<file path="src/hdl/motion_serial_pkg.sv">
package motion_serial_pkg;
    // host frame layout
    localparam int          HOST_FRAME_BITS = 32;
    localparam logic [5:0]  HOST_BITS_FULL  = 6'h20;
    localparam logic [5:0]  HOST_BITS_ADDR  = 6'h08;
    localparam logic [4:0]  HOST_PTR_MSB    = 5'h1f;
    localparam int          RRS_BIT         = 31;
    localparam int          ADDR_MSB        = 30;
    localparam int          ADDR_LSB        = 25;
    localparam int          RW_BIT          = 24;
    localparam int          DATA_MSB        = 23;
    localparam int          STATUS_LSB      = 24;
    localparam int          ADDR_W          = 6;
    localparam int          DATA_W          = 24;
    localparam int          STATUS_W        = 7;

    // driver chain configuration ram
    localparam int          CFG_ENTRIES     = 64;
    localparam int          CFG_IDX_W       = 6;
    localparam int          CFG_W           = 6;
    localparam int          CODE_W          = 5;
    localparam int          NEXT_MOTOR_FLAG         = 5;
    localparam int          CFG_AREA_BIT    = 5;
    localparam int          CFG_ODD_LSB     = 6;
    localparam logic [5:0]  CFG_LAST_ENTRY  = 6'h3f;
    localparam int          MOTORS          = 3;
    localparam int          MOTOR_W         = 2;
    localparam int          PRIM_BITS       = 32;
    localparam int          PRIM_PAD_W      = 128;

    // driver clock: half period = max(prediv, 7) + 1 system clocks
    localparam int          PREDIV_W        = 8;
    localparam logic [7:0]  PREDIV_RESET    = 8'h0f;
    localparam logic [7:0]  PREDIV_MIN      = 8'h07;
    localparam int          DRV_REPLY_W     = 32;

    typedef enum logic [2:0] {
        DRV_IDLE  = 3'h0,
        DRV_SETUP = 3'h1,
        DRV_LOW   = 3'h3,
        DRV_HIGH  = 3'h2,
        DRV_HOLD  = 3'h6,
        DRV_GAP   = 3'h7
    } drv_state_e;
endpackage : motion_serial_pkg

</file>
<file path="src/hdl/motion_ctrl_serial_ports.sv">
// Contract
// - driver datagrams built and sent autonomously
// - datagram layout separately set per driver
// - 5-bit codes pick bits, ram order
// - 6-bit word: next-motor flag plus code
// - last driver index sets chain length
// - driver clock period 16 to 512 cycles
// - default driver clock 16 low 16 high
// - shortest driver clock 8 low 8 high
// - driver select and clock polarity programmable
// - host output bit 2-3 cycles after fall
// - idle output returns within 4.5 cycles
// - host frames 32 bits, msb first
// - reply shifted out during request frame
// - request: select, address, read flag, data
// - read flag 1 reads, 0 writes
// - reply: status 31-24, data 23-0
// - short registers use part of data
// - every reply carries status bits
// - idle host output is interrupt status low
// - shift on sck rise, latch on select rise
// - reset clears all, prediv starts at 15, tx pointer at 31; code sets host output, driver clock level and sck/select syncs high
module motion_ctrl_serial_ports
    import motion_serial_pkg::*;
(
    input  wire logic                        clk_i,
    input  wire logic                        reset_n_i,
    input  wire logic                        host_sck_i,
    input  wire logic                        host_chip_select_n_i,
    input  wire logic                        host_serial_in_i,
    output logic                             host_serial_out_o,
    input  wire logic                        irq_status_low_i,
    input  wire logic [STATUS_W-1:0]         status_i,
    output logic [ADDR_W-1:0]                rd_addr_o,
    output logic                             rd_reg_ram_select_o,
    input  wire logic [DATA_W-1:0]           rd_data_i,
    output logic                             req_valid_o,
    output logic                             req_reg_ram_select_o,
    output logic [ADDR_W-1:0]                req_addr_o,
    output logic                             req_read_o,
    output logic [DATA_W-1:0]                req_data_o,
    input  wire logic [MOTOR_W-1:0]          last_driver_index_i,
    input  wire logic [PREDIV_W-1:0]         drv_clock_prediv_i,
    input  wire logic                        drv_clock_prediv_we_i,
    input  wire logic                        drv_cs_invert_i,
    input  wire logic                        drv_sck_invert_i,
    input  wire logic [MOTORS*PRIM_BITS-1:0] prim_signals_i,
    input  wire logic                        send_req_i,
    output logic                             drv_chip_select_n_o,
    output logic                             drv_sck_o,
    output logic                             drv_serial_out_o,
    input  wire logic                        drv_serial_in_i,
    output logic [DRV_REPLY_W-1:0]           drv_reply_o,
    output logic                             drv_busy_o,
    output logic                             drv_done_o
);
    // host side synchronisers; first stages feed only the second
    logic                   sck_meta_reg,  sck_s1_reg,  sck_s2_reg;
    logic                   cs_meta_reg,   cs_s1_reg,   cs_s2_reg;
    logic                   sdi_meta_reg,  sdi_s1_reg;
    logic [HOST_FRAME_BITS-1:0] rx_shift_reg;
    logic [HOST_FRAME_BITS-1:0] reply_reg;
    logic [5:0]             rx_count_reg;
    logic [4:0]             tx_ptr_reg;
    logic                   out_reg;
    logic                   fetch_reg;
    logic [CFG_W-1:0]       cfg_ram [CFG_ENTRIES];

    always_ff @(posedge clk_i) begin
        if (!reset_n_i) begin
            sck_meta_reg <= 1'b1;
            sck_s1_reg   <= 1'b1;
            sck_s2_reg   <= 1'b1;
            cs_meta_reg  <= 1'b1;
            cs_s1_reg    <= 1'b1;
            cs_s2_reg    <= 1'b1;
            sdi_meta_reg <= 1'b0;
            sdi_s1_reg   <= 1'b0;
        end else begin
            sck_meta_reg <= host_sck_i;
            sck_s1_reg   <= sck_meta_reg;
            sck_s2_reg   <= sck_s1_reg;
            cs_meta_reg  <= host_chip_select_n_i;
            cs_s1_reg    <= cs_meta_reg;
            cs_s2_reg    <= cs_s1_reg;
            sdi_meta_reg <= host_serial_in_i;
            sdi_s1_reg   <= sdi_meta_reg;
        end
    end

    wire sck_rise   = sck_s1_reg & ~sck_s2_reg;
    wire sck_fall   = ~sck_s1_reg & sck_s2_reg;
    wire cs_fall    = ~cs_s1_reg & cs_s2_reg;
    wire cs_rise    = cs_s1_reg & ~cs_s2_reg;
    wire in_frame   = ~cs_s1_reg;
    wire frame_full = (rx_count_reg == HOST_BITS_FULL);

    // read address known after 8 bits; data fetched one cycle later
    wire [ADDR_W-1:0] live_addr = rx_shift_reg[ADDR_MSB-ADDR_LSB+1:1];
    wire              live_rrs  = rx_shift_reg[ADDR_W+1];
    wire              rd_cfg    = rd_reg_ram_select_o & ~rd_addr_o[CFG_AREA_BIT];
    wire [CFG_IDX_W-1:0] rd_even = {rd_addr_o[CFG_AREA_BIT-1:0], 1'b0};
    wire [CFG_IDX_W-1:0] rd_odd  = {rd_addr_o[CFG_AREA_BIT-1:0], 1'b1};
    wire [DATA_W-1:0] cfg_rd_word = {{(DATA_W-2*CFG_W){1'b0}}, cfg_ram[rd_odd], cfg_ram[rd_even]};
    wire [DATA_W-1:0] rd_word   = rd_cfg ? cfg_rd_word : rd_data_i;

    always_ff @(posedge clk_i) begin
        if (!reset_n_i) begin
            rx_shift_reg        <= '0;
            rx_count_reg        <= '0;
            reply_reg           <= '0;
            tx_ptr_reg          <= HOST_PTR_MSB;
            out_reg             <= 1'b1;
            fetch_reg           <= 1'b0;
            rd_addr_o           <= '0;
            rd_reg_ram_select_o <= 1'b0;
        end else begin
            fetch_reg <= 1'b0;
            if (cs_fall) begin
                rx_count_reg <= '0;
                tx_ptr_reg   <= HOST_PTR_MSB;
                reply_reg    <= {irq_status_low_i, status_i, {DATA_W{1'b0}}};
            end
            if (in_frame && sck_rise && !frame_full) begin
                rx_shift_reg <= {rx_shift_reg[HOST_FRAME_BITS-2:0], sdi_s1_reg};
                rx_count_reg <= rx_count_reg + 6'h01;
                if (rx_count_reg == HOST_BITS_ADDR - 6'h01) begin
                    fetch_reg <= 1'b1;
                end
            end
            if (fetch_reg) begin
                rd_addr_o           <= live_addr;
                rd_reg_ram_select_o <= live_rrs;
            end
            if (in_frame && rx_count_reg == HOST_BITS_ADDR && !fetch_reg && sck_s1_reg) begin
                reply_reg[DATA_MSB:0] <= rd_word;
            end
            if (in_frame && sck_fall) begin
                out_reg    <= reply_reg[tx_ptr_reg];
                tx_ptr_reg <= tx_ptr_reg - 5'h01;
            end else if (!in_frame) begin
                out_reg <= irq_status_low_i;
            end
        end
    end

    assign host_serial_out_o = out_reg;

    // request taken only for complete frames on select rise
    wire              req_fire = cs_rise & frame_full;
    wire              req_rrs  = rx_shift_reg[RRS_BIT];
    wire [ADDR_W-1:0] req_addr = rx_shift_reg[ADDR_MSB:ADDR_LSB];
    wire              req_rd   = rx_shift_reg[RW_BIT];
    wire              cfg_wr   = req_fire & req_rrs & ~req_addr[CFG_AREA_BIT] & ~req_rd;
    wire [CFG_IDX_W-1:0] wr_even = {req_addr[CFG_AREA_BIT-1:0], 1'b0};
    wire [CFG_IDX_W-1:0] wr_odd  = {req_addr[CFG_AREA_BIT-1:0], 1'b1};

    always_ff @(posedge clk_i) begin
        if (!reset_n_i) begin
            req_valid_o          <= 1'b0;
            req_reg_ram_select_o <= 1'b0;
            req_addr_o           <= '0;
            req_read_o           <= 1'b0;
            req_data_o           <= '0;
        end else begin
            req_valid_o <= req_fire & ~cfg_wr;
            // internal ram writes leave the forwarded request standing
            if (req_fire && !cfg_wr) begin
                req_reg_ram_select_o <= req_rrs;
                req_addr_o           <= req_addr;
                req_read_o           <= req_rd;
                // data of a read is don't care; forwarded as zero
                req_data_o           <= req_rd ? '0 : rx_shift_reg[DATA_MSB:0];
            end
        end
    end

    // configuration ram; two 6-bit entries per host address
    always_ff @(posedge clk_i) begin
        if (!reset_n_i) begin
            for (int i = 0; i < CFG_ENTRIES; i++) begin
                cfg_ram[i] <= '0;
            end
        end else if (cfg_wr) begin
            cfg_ram[wr_even] <= rx_shift_reg[CFG_W-1:0];
            cfg_ram[wr_odd]  <= rx_shift_reg[CFG_ODD_LSB+CFG_W-1:CFG_ODD_LSB];
        end
    end

    // driver clock pre-divider, clamped so a half period is never under 8
    logic [PREDIV_W-1:0] prediv_reg;
    always_ff @(posedge clk_i) begin
        if (!reset_n_i) begin
            prediv_reg <= PREDIV_RESET;
        end else if (drv_clock_prediv_we_i) begin
            prediv_reg <= drv_clock_prediv_i;
        end
    end
    wire [PREDIV_W-1:0] half_load = (prediv_reg < PREDIV_MIN) ? PREDIV_MIN : prediv_reg;

    // driver datagram engine
    drv_state_e              state_reg;
    logic [PREDIV_W-1:0]     cnt_reg;
    logic [CFG_IDX_W-1:0]    entry_reg;
    logic [MOTOR_W-1:0]      motor_reg;
    logic                    pending_reg;
    logic                    cs_act_reg;
    logic                    sck_lvl_reg;
    logic                    sdo_reg;
    logic [DRV_REPLY_W-1:0]  drv_reply_reg;
    logic                    done_reg;

    wire [PRIM_PAD_W-1:0]  prim_pad  = {{(PRIM_PAD_W-MOTORS*PRIM_BITS){1'b0}}, prim_signals_i};
    wire [CFG_W-1:0]       cur_word  = cfg_ram[entry_reg];
    wire                   cur_nxm   = cur_word[NEXT_MOTOR_FLAG];
    wire                   last_bit  = (cur_nxm && motor_reg == last_driver_index_i)
                                       || entry_reg == CFG_LAST_ENTRY;
    wire [CFG_IDX_W-1:0]   nxt_entry = entry_reg + 6'h01;
    wire [MOTOR_W-1:0]     nxt_motor = motor_reg + {1'b0, cur_nxm};
    wire [CFG_W-1:0]       nxt_word  = cfg_ram[nxt_entry];
    wire                   nxt_bit   = prim_pad[{nxt_motor, nxt_word[CODE_W-1:0]}];
    wire                   first_bit = prim_pad[{{MOTOR_W{1'b0}}, cfg_ram[0][CODE_W-1:0]}];
    wire                   cnt_done  = (cnt_reg == '0);

    always_ff @(posedge clk_i) begin
        if (!reset_n_i) begin
            state_reg     <= DRV_IDLE;
            cnt_reg       <= '0;
            entry_reg     <= '0;
            motor_reg     <= '0;
            pending_reg   <= 1'b0;
            cs_act_reg    <= 1'b0;
            sck_lvl_reg   <= 1'b1;
            sdo_reg       <= 1'b0;
            drv_reply_reg <= '0;
            done_reg      <= 1'b0;
        end else begin
            done_reg <= 1'b0;
            if (send_req_i) begin
                pending_reg <= 1'b1;
            end
            if (state_reg != DRV_IDLE && !cnt_done) begin
                cnt_reg <= cnt_reg - 8'h01;
            end
            unique case (state_reg)
                DRV_IDLE: begin
                    // a request during a datagram is merged into one more
                    if (pending_reg) begin
                        pending_reg <= send_req_i;
                        state_reg   <= DRV_SETUP;
                        cs_act_reg  <= 1'b1;
                        cnt_reg     <= half_load;
                        entry_reg   <= '0;
                        motor_reg   <= '0;
                    end
                end
                DRV_SETUP: if (cnt_done) begin
                    state_reg   <= DRV_LOW;
                    sck_lvl_reg <= 1'b0;
                    sdo_reg     <= first_bit;
                    cnt_reg     <= half_load;
                end
                DRV_LOW: if (cnt_done) begin
                    state_reg     <= DRV_HIGH;
                    sck_lvl_reg   <= 1'b1;
                    drv_reply_reg <= {drv_reply_reg[DRV_REPLY_W-2:0], drv_serial_in_i};
                    cnt_reg       <= half_load;
                end
                DRV_HIGH: if (cnt_done) begin
                    cnt_reg <= half_load;
                    if (last_bit) begin
                        state_reg <= DRV_HOLD;
                    end else begin
                        state_reg   <= DRV_LOW;
                        sck_lvl_reg <= 1'b0;
                        sdo_reg     <= nxt_bit;
                        entry_reg   <= nxt_entry;
                        motor_reg   <= nxt_motor;
                    end
                end
                DRV_HOLD: if (cnt_done) begin
                    state_reg  <= DRV_GAP;
                    cs_act_reg <= 1'b0;
                    cnt_reg    <= half_load;
                    done_reg   <= 1'b1;
                end
                DRV_GAP: if (cnt_done) begin
                    state_reg <= DRV_IDLE;
                end
                default: state_reg <= DRV_IDLE;
            endcase
        end
    end

    assign drv_chip_select_n_o = ~cs_act_reg ^ drv_cs_invert_i;
    assign drv_sck_o           = sck_lvl_reg ^ drv_sck_invert_i;
    assign drv_serial_out_o    = sdo_reg;
    assign drv_reply_o         = drv_reply_reg;
    assign drv_busy_o          = (state_reg != DRV_IDLE);
    assign drv_done_o          = done_reg;
endmodule : motion_ctrl_serial_ports

</file>
<file path="config.mk">
export PLATFORM = sky130hd
export DESIGN_NAME = motion_ctrl_serial_ports
export DESIGN_NICKNAME = d
export VERILOG_FILES = /design/src/hdl/motion_serial_pkg.sv /design/src/hdl/motion_ctrl_serial_ports.sv
export SDC_FILE = /design/constraint.sdc
export NUM_CORES = 1
export LEC_CHECK = 0
export ABC_AREA = 1
export ABC_CLOCK_PERIOD_IN_PS = 2800
export CAP_MARGIN = 40
export CORE_MARGIN = 5
export CORE_UTILIZATION = 30
export CTS_BUF_LIST = sky130_fd_sc_hd__clkbuf_4 sky130_fd_sc_hd__clkbuf_8 sky130_fd_sc_hd__clkbuf_16
export CTS_CLUSTER_DIAMETER = 30
export DETAILED_ROUTE_END_ITERATION = 10
export DONT_BUFFER_PORTS = 1
export GPL_ROUTABILITY_DRIVEN = 1
export PLACE_DENSITY_LB_ADDON = 0.2
export RECOVER_POWER = 50
export SLEW_MARGIN = 20
export SYNTH_ARGS = -nofsm -noshare
export SYNTH_HDL_FRONTEND = slang
export SYNTH_SLANG_ARGS = --single-unit
</file>
<file path="constraint.sdc">
create_clock -name clk_i -period 2.8 [get_ports clk_i]
set_input_delay 0.56 -clock clk_i [delete_from_list [all_inputs] [get_ports clk_i]]
set_output_delay 0.56 -clock clk_i [all_outputs]
set_load 0.1 [all_outputs]
</file>
Yosys cells after proc, flatten, opt, wreduce, memory -nomap -nowiden
Memories as Yosys holds them, arrays and structs flattened. A register that Yosys moved wholly into a read port is not among the register bits.
Index checks and enable logic that the tools add are counted.
{ "word_totals": {"reg_bits": 189, "latchBits": 0, "ram_bits": 384, "romBits": 0, "memories": 1} }
{ "memory_table": {"columns": ["name", "words", "word_bits", "rd", "rd_ports_with_merged_regs", "write_ports", "line", "rtl"], "rows": [
  ["cfg_ram", 64, 6, 5, 3, 64, "motion_ctrl_serial_ports.sv:67", "logic [CFG_W-1:0] cfg_ram [CFG_ENTRIES];"]
]} }
{ "op_classes": {"add_sub_neg": 5, "n_mul": 0, "div_mod_pow": 0, "order_cmp": 4, "eq_ne": 17, "shift": 0, "n_mux": 69, "bitwise_logic": 21, "n_reduce_logical": 36} }
{ "op_table": {"columns": ["op", "count"], "rows": [
  ["$mux W24", 4],
  ["$mux W6", 15],
  ["$mux W8", 4],
  ["$mux W1", 24],
  ["$mux W3", 7],
  ["$pmux W3 S6", 1],
  ["$pmux W8 S2", 1],
  ["$ne A2 B2 Y1 const B", 7],
  ["$reduce_bool A2 Y1", 7],
  ["$add A6 B1 Y6 const B", 2],
  ["$eq A6 B6 Y1 const B", 2],
  ["$pmux W6 S2", 1],
  ["$reduce_or A6 Y1", 2],
  ["$and A1 B1 Y1", 10],
  ["$bmux W1 S5", 2],
  ["$mux W5", 2],
  ["$logic_and A1 B1 Y1", 9],
  ["$not A1 Y1", 9],
  ["$logic_not A8 Y1", 1],
  ["$lt A5 B8 Y1 const B", 1],
  ["$lt A7 B8 Y1 const B", 1],
  ["$lt A8 B3 Y1 const B", 1],
  ["$reduce_and A4 Y1", 2],
  ["$sub A8 B1 Y8 const B", 1],
  ["24 further kinds", 36]
]} }

Logic depth before layout (Yosys ltp)
{ "logic_depth": {"depth_word": 11, "ltp_mapped": 24} }

Least setup slack after synthesis
No wires, ideal clock.
{ "synth_path": {"path_kind": "input to output", "start": "in drv_cs_invert_i", "end": "out drv_chip_select_n_o", "arrival_time_ps": 2113, "t_required_ps": 2240, "slack_ps": 127, "stages": 1, "n_path_buf": 0, "path_cell_list": "xnor2_1"} }
{ "synth_via": {"elab_chain_cells": 1} }
{ "synth_lines": {"columns": ["element", "line", "rtl"], "rows": [
  ["start, declared", "motion_ctrl_serial_ports.sv:45", "input wire logic drv_cs_invert_i,"],
  ["$xor A1 B1 Y1", "motion_ctrl_serial_ports.sv:295", "assign drv_chip_select_n_o = ~cs_act_reg ^ drv_cs_invert_i;"],
  ["end, declared", "motion_ctrl_serial_ports.sv:49", "output logic drv_chip_select_n_o,"]
]} }
Every way passes these cells.

Worst setup path in the final report
{ "layout_path": {"start": "reg entry_reg[0]", "end": "reg sdo_reg (netlist: drv_serial_out_o)"} }
{ "layout_via": {"elab_chain_cells": 7, "word_cells_on_any_way": 11} }
{ "layout_lines": {"columns": ["element", "line", "rtl"], "rows": [
  ["start, declared", "motion_ctrl_serial_ports.sv:204", "logic [CFG_IDX_W-1:0] entry_reg;"],
  ["start signal, assigned", "motion_ctrl_serial_ports.sv:277", "entry_reg <= nxt_entry;"],
  ["$add A6 B1 Y6", "motion_ctrl_serial_ports.sv:218", "wire [CFG_IDX_W-1:0] nxt_entry = entry_reg + 6'h01;"],
  ["$mem_v2 Z64 W6", null, null],
  ["$bmux W1 S7", "motion_ctrl_serial_ports.sv:221", "wire nxt_bit = prim_pad[{nxt_motor, nxt_word[CODE_W-1:0]}];"],
  ["$mux W1 (not written as such)", "motion_ctrl_serial_ports.sv:221", null],
  ["$mux W1", "motion_ctrl_serial_ports.sv:271", "if (last_bit) begin"],
  ["$mux W1", "motion_ctrl_serial_ports.sv:269", "DRV_HIGH: if (cnt_done) begin"],
  ["$pmux W1 S2", "motion_ctrl_serial_ports.sv:245", "unique case (state_reg)"],
  ["end signal, assigned", "motion_ctrl_serial_ports.sv:260", "sdo_reg <= first_bit;"],
  ["end signal, assigned", "motion_ctrl_serial_ports.sv:276", "sdo_reg <= nxt_bit;"],
  ["end, declared", "motion_ctrl_serial_ports.sv:209", "logic sdo_reg;"]
]} }
Several ways; a longest one is shown, not always the timed one. The select of a mux whose other input is x is not followed.
A chain may end at the register's enable or synchronous reset.

==> key figures <==
Timing
  • Max-slew headroom: 0.274
  • Minimum clock period: a little under 3 ns
  • Final hold viol count: 0
  • RSZ-0062 raised after global routing: yes
  • F_max: 343 MHz
  • Min Hold Slack: 0.0370 ns
  • Worst setup margin: -0.116 ns
  • Pins Over Slew Limit: 0
  • Slew @ Worst Pin: between 1 and 1.5 ns
  • Period Utilization, post-route: 1.04
  • Final setup vio count: 1
  • Clock skew: 0.0426 ns

Finish
  • NumNets Final: a little over 4000
  • Commonest non-fill, non-tap cells in the layout: 777 x nor2_1, 515 x nand2_1, 418 x o21ai_0
  • Max reg flops: about 380
  • Post-route cell area: approximately 40000 µm²
  • Area Overhead vs Synth: 34.8%
  • Top reg by flops: cfg_ram
  • Non-filler cells, final: 5364
  • Ant diodes: 0
  • Share of cells above drive strength 1: 0.169
  • Commonest non-fill, non-tap cell in the layout: nor2_1
  • Post-layout util: 0.408

Floorplan
  • Die ar.: about 110000 µm²
  • Std-Cell Rows: 115
  • IO Count: approximately 230
  • Die W: between 300 and 400 µm
  • Initial Util: 0.302
  • Core ar.: 98400 µm²
  • Die height: between 300 and 400 µm

Clocking
  • Clk Latency, worst-skew pair: between 0.7 and 0.8 ns
  • Clock transition at path regs: 0.05 ns
  • CTS tree: built
  • Clk root buf: clkbuf_16
  • Clk buf depth: 3
  • H-tree levels: 4
  • Clock buffer count from CTS: ~150
  • # clock sinks: between 500 and 600

GRT
  • Largest net degree at the start of global routing: 134
  • Initial antenna violation count: 0
  • Gr usage total: 0.209
  • Grt ovf: 0
  • Global-route wire length before repair: between 150000 and 200000 µm
  • Number of global-route vias before repair: 27400

Power
  • Static Leak: 15.9 nW
  • Peak VDD IR: 692 µV
  • Power Density: 881 nW/µm²
  • Power after layout: between 30 and 40 mW

Drt
  • Routed wire per std cell: 21.4 µm
  • Initial DRC count: just under 3000
  • DRC violations left: 0
  • Post-Route WL: ~110000 µm
  • Final antenna-violating net count: 0
  • Vias per cell: between 5 and 6
  • TritonRoute pass-1 iters: 6
  • Total number of vias: 28100

Yosys
  • Number of synthesized flops with an enable pin: ~380
  • Synthesized Nets: 3840
  • Synth Warn #: 0
  • Post-Syn Area: between 20000 and 30000 µm²
  • Cells after Synth: between 3000 and 4000
  • Post-Syn Area per Cell: around 8.1 µm²
  • Seq/Total Area, Yosys: 0.522
  • Synth Flop Type: edfxtp_1
  • Yosys reg bits: a little under 600
  • Netlist cell types: between 40 and 50
  • Ys async rst share: 0

Worst setup path
  • Critical-path maximum fanout: 14
  • Worst-case reg-to-reg path depth: 22
  • Worst path arrival time: 3.52 ns
  • Worst reg-to-reg setup slack: -0.12 ns
  • CP most frequent cell: nand3_1
  • Crit Reg-Reg Endpoint: drv_serial_out_o
  • Crit. End Element: flip-flop
  • CP max-delay cell: dfxtp_4
  • CP required: 3.40 ns
  • Cell Chain, Critical Path: ha_4, buf_8, buf_12, nor2_1, o21ai_0, nand3_1, nand3_2, nand3_4, nand3_4, nand2_4, buf_12, or2_2, nand3_1, nand3_1, nand3_1, nand3_1, nand3_1, nand2_1, nand2_1, nand2_1, nand2_1, a21oi_1
  • Crit start category: flip-flop
  • Buf/Inv on CP: 3
  • CP Class: flip-flop to flip-flop
  • Largest stage delay, worst path: 0.35 ns
  • Kind of cell adding the most delay to the critical path: simple AND/OR/NAND/NOR gates
  • Worst r2r src: entry_reg[0]

Place
  • Post-placement cell area: about 34000 µm²
  • Port Buffers: 0
  • Placed cell count: between 5000 and 6000
  • Gpl congestion: 0.882
  • DP HPWL: 75500 µm

Status
  • Status: complete, but fails checks
  • Failing checks: negative setup slack

Min path
  • Hold Path Depth: 2
  • Hold Crit Start: rd_data_i[9]
  • Hold crit path type: input port to flip-flop
  • Hold path endpoint: reply_reg[9]

Flow run
  • Max-cap violations: 0
## what timing repair did
action | CTS | global route
hold buffers | 37 | 0
setup endpoints to repair | 13 | 571
gates cloned | 4 | 4
resized for setup | 35 | 69
hold endpoints to repair | 155 | 0
buffers inserted | 1 | 9
pin swaps | 4 | 23
## cells in the mapped netlist (3+ instances only)
| cell type | instances | share of area |
|---|---|---|
| o31ai_1 | 13 | 0.0033 |
| nor4_1 | 3 | 0.00063 |
| xnor2_1 | 6 | 0.0018 |
| buf_1 | 16 | 0.0020 |
| nor2_1 | 780 | 0.098 |
| a22oi_1 | 16 | 0.0040 |
| nand3_1 | 388 | 0.065 |
| o211ai_1 | 48 | 0.012 |
| buf_4 | 23 | 0.0058 |
| inv_1 | 159 | 0.020 |
| a21oi_1 | 210 | 0.035 |
| dfxtp_1 | 200 | 0.13 |
| a32o_1 | 4 | 0.0013 |
| nor3_1 | 16 | 0.0027 |
| xor2_1 | 3 | 0.00088 |
| o221ai_1 | 59 | 0.017 |
| a31oi_1 | 18 | 0.0038 |
| nand2_1 | 517 | 0.065 |
| buf_6 | 3 | 0.0011 |
| clkinv_1 | 16 | 0.0020 |
| o21ai_1 | 4 | 0.00067 |
| o21ai_0 | 422 | 0.071 |
| or2_2 | 6 | 0.0013 |
| nand4_1 | 5 | 0.0011 |
| a211oi_1 | 5 | 0.0013 |
| nand3b_1 | 28 | 0.0071 |
| inv_2 | 9 | 0.0011 |
| buf_2 | 51 | 0.0086 |
| ha_1 | 6 | 0.0025 |
| clkbuf_1 | 212 | 0.027 |
| o22ai_1 | 38 | 0.0080 |
| edfxtp_1 | 384 | 0.39 |
## through the flow
step	TNS [ns]	worst slack (ns)
floorplan	0	0.127
global placement	-1.47	-0.335
detailed placement	-1.31	-0.364
CTS	-0.119	-0.119
global route	-79.56	-0.245
finish	-0.116	-0.116
## cell type report
cell class / instances / area, µm²
Sequential cell: 584 / 15500
Tap cell: 1287 / 1610
Inverter: 184 / 716
Timing Repair Buffer: 423 / 4340
Clock inverter: 87 / 1250
Fill cell: 9892 / 58300
Multi-Input combinational cell: 2613 / 12600
Clock buffer: 186 / 4070
## layer usage
layer  wire, µm  GRT usage  up-vias
met3       8190     0.0367      232
met5          0          0        -
met4       3970     0.0771        0
met1      49600      0.283    13400
li1           -          -    13300
met2      53300      0.337     1116
## worst register-to-register path: stages (launching register included)
cell,delay [ns]
dfxtp_4,0.35
ha_4,0.34
buf_8,0.15
buf_12,0.15
nor2_1,0.06
o21ai_0,0.07
nand3_1,0.16
nand3_2,0.12
nand3_4,0.10
nand3_4,0.11
nand2_4,0.10
buf_12,0.16
or2_2,0.27
nand3_1,0.07
nand3_1,0.07
nand3_1,0.07
nand3_1,0.06
nand3_1,0.09
nand2_1,0.07
nand2_1,0.06
nand2_1,0.05
nand2_1,0.05
a21oi_1,0.05
## power breakdown
part | switching (mW) | internal (mW) | total (mW)
logic | 4.82 | 3.00 | 7.81
registers | 0.230 | 9.54 | 9.77
clock network | 5.65 | 12.1 | 17.8
## worst max-delay path by stage
| stage | startpoint | endpoint | slack (ns) | cells past startpoint |
|---|---|---|---|---|
| floorplan | drv_cs_invert_i | drv_chip_select_n_o | 0.13 | 1 |
| global placement | entry_reg[0] | drv_serial_out_o | -0.33 | 22 |
| detailed placement | entry_reg[0] | drv_serial_out_o | -0.36 | 22 |
| CTS | entry_reg[0] | drv_serial_out_o | -0.12 | 24 |
| global route | entry_reg[0] | drv_serial_out_o | -0.25 | 23 |
| finish | entry_reg[0] | drv_serial_out_o | -0.12 | 22 |
## logic make-up after synthesis
group                    synth area share
AND/OR/NAND/NOR                     0.244
AO/OA/AOI/OAI                       0.161
flip-flops                          0.522
buffers and inverters              0.0675
XOR/XNOR                          0.00374
adder cells (fa/ha/maj)           0.00252
No activity file was read; power rests on OpenSTA's default activity.
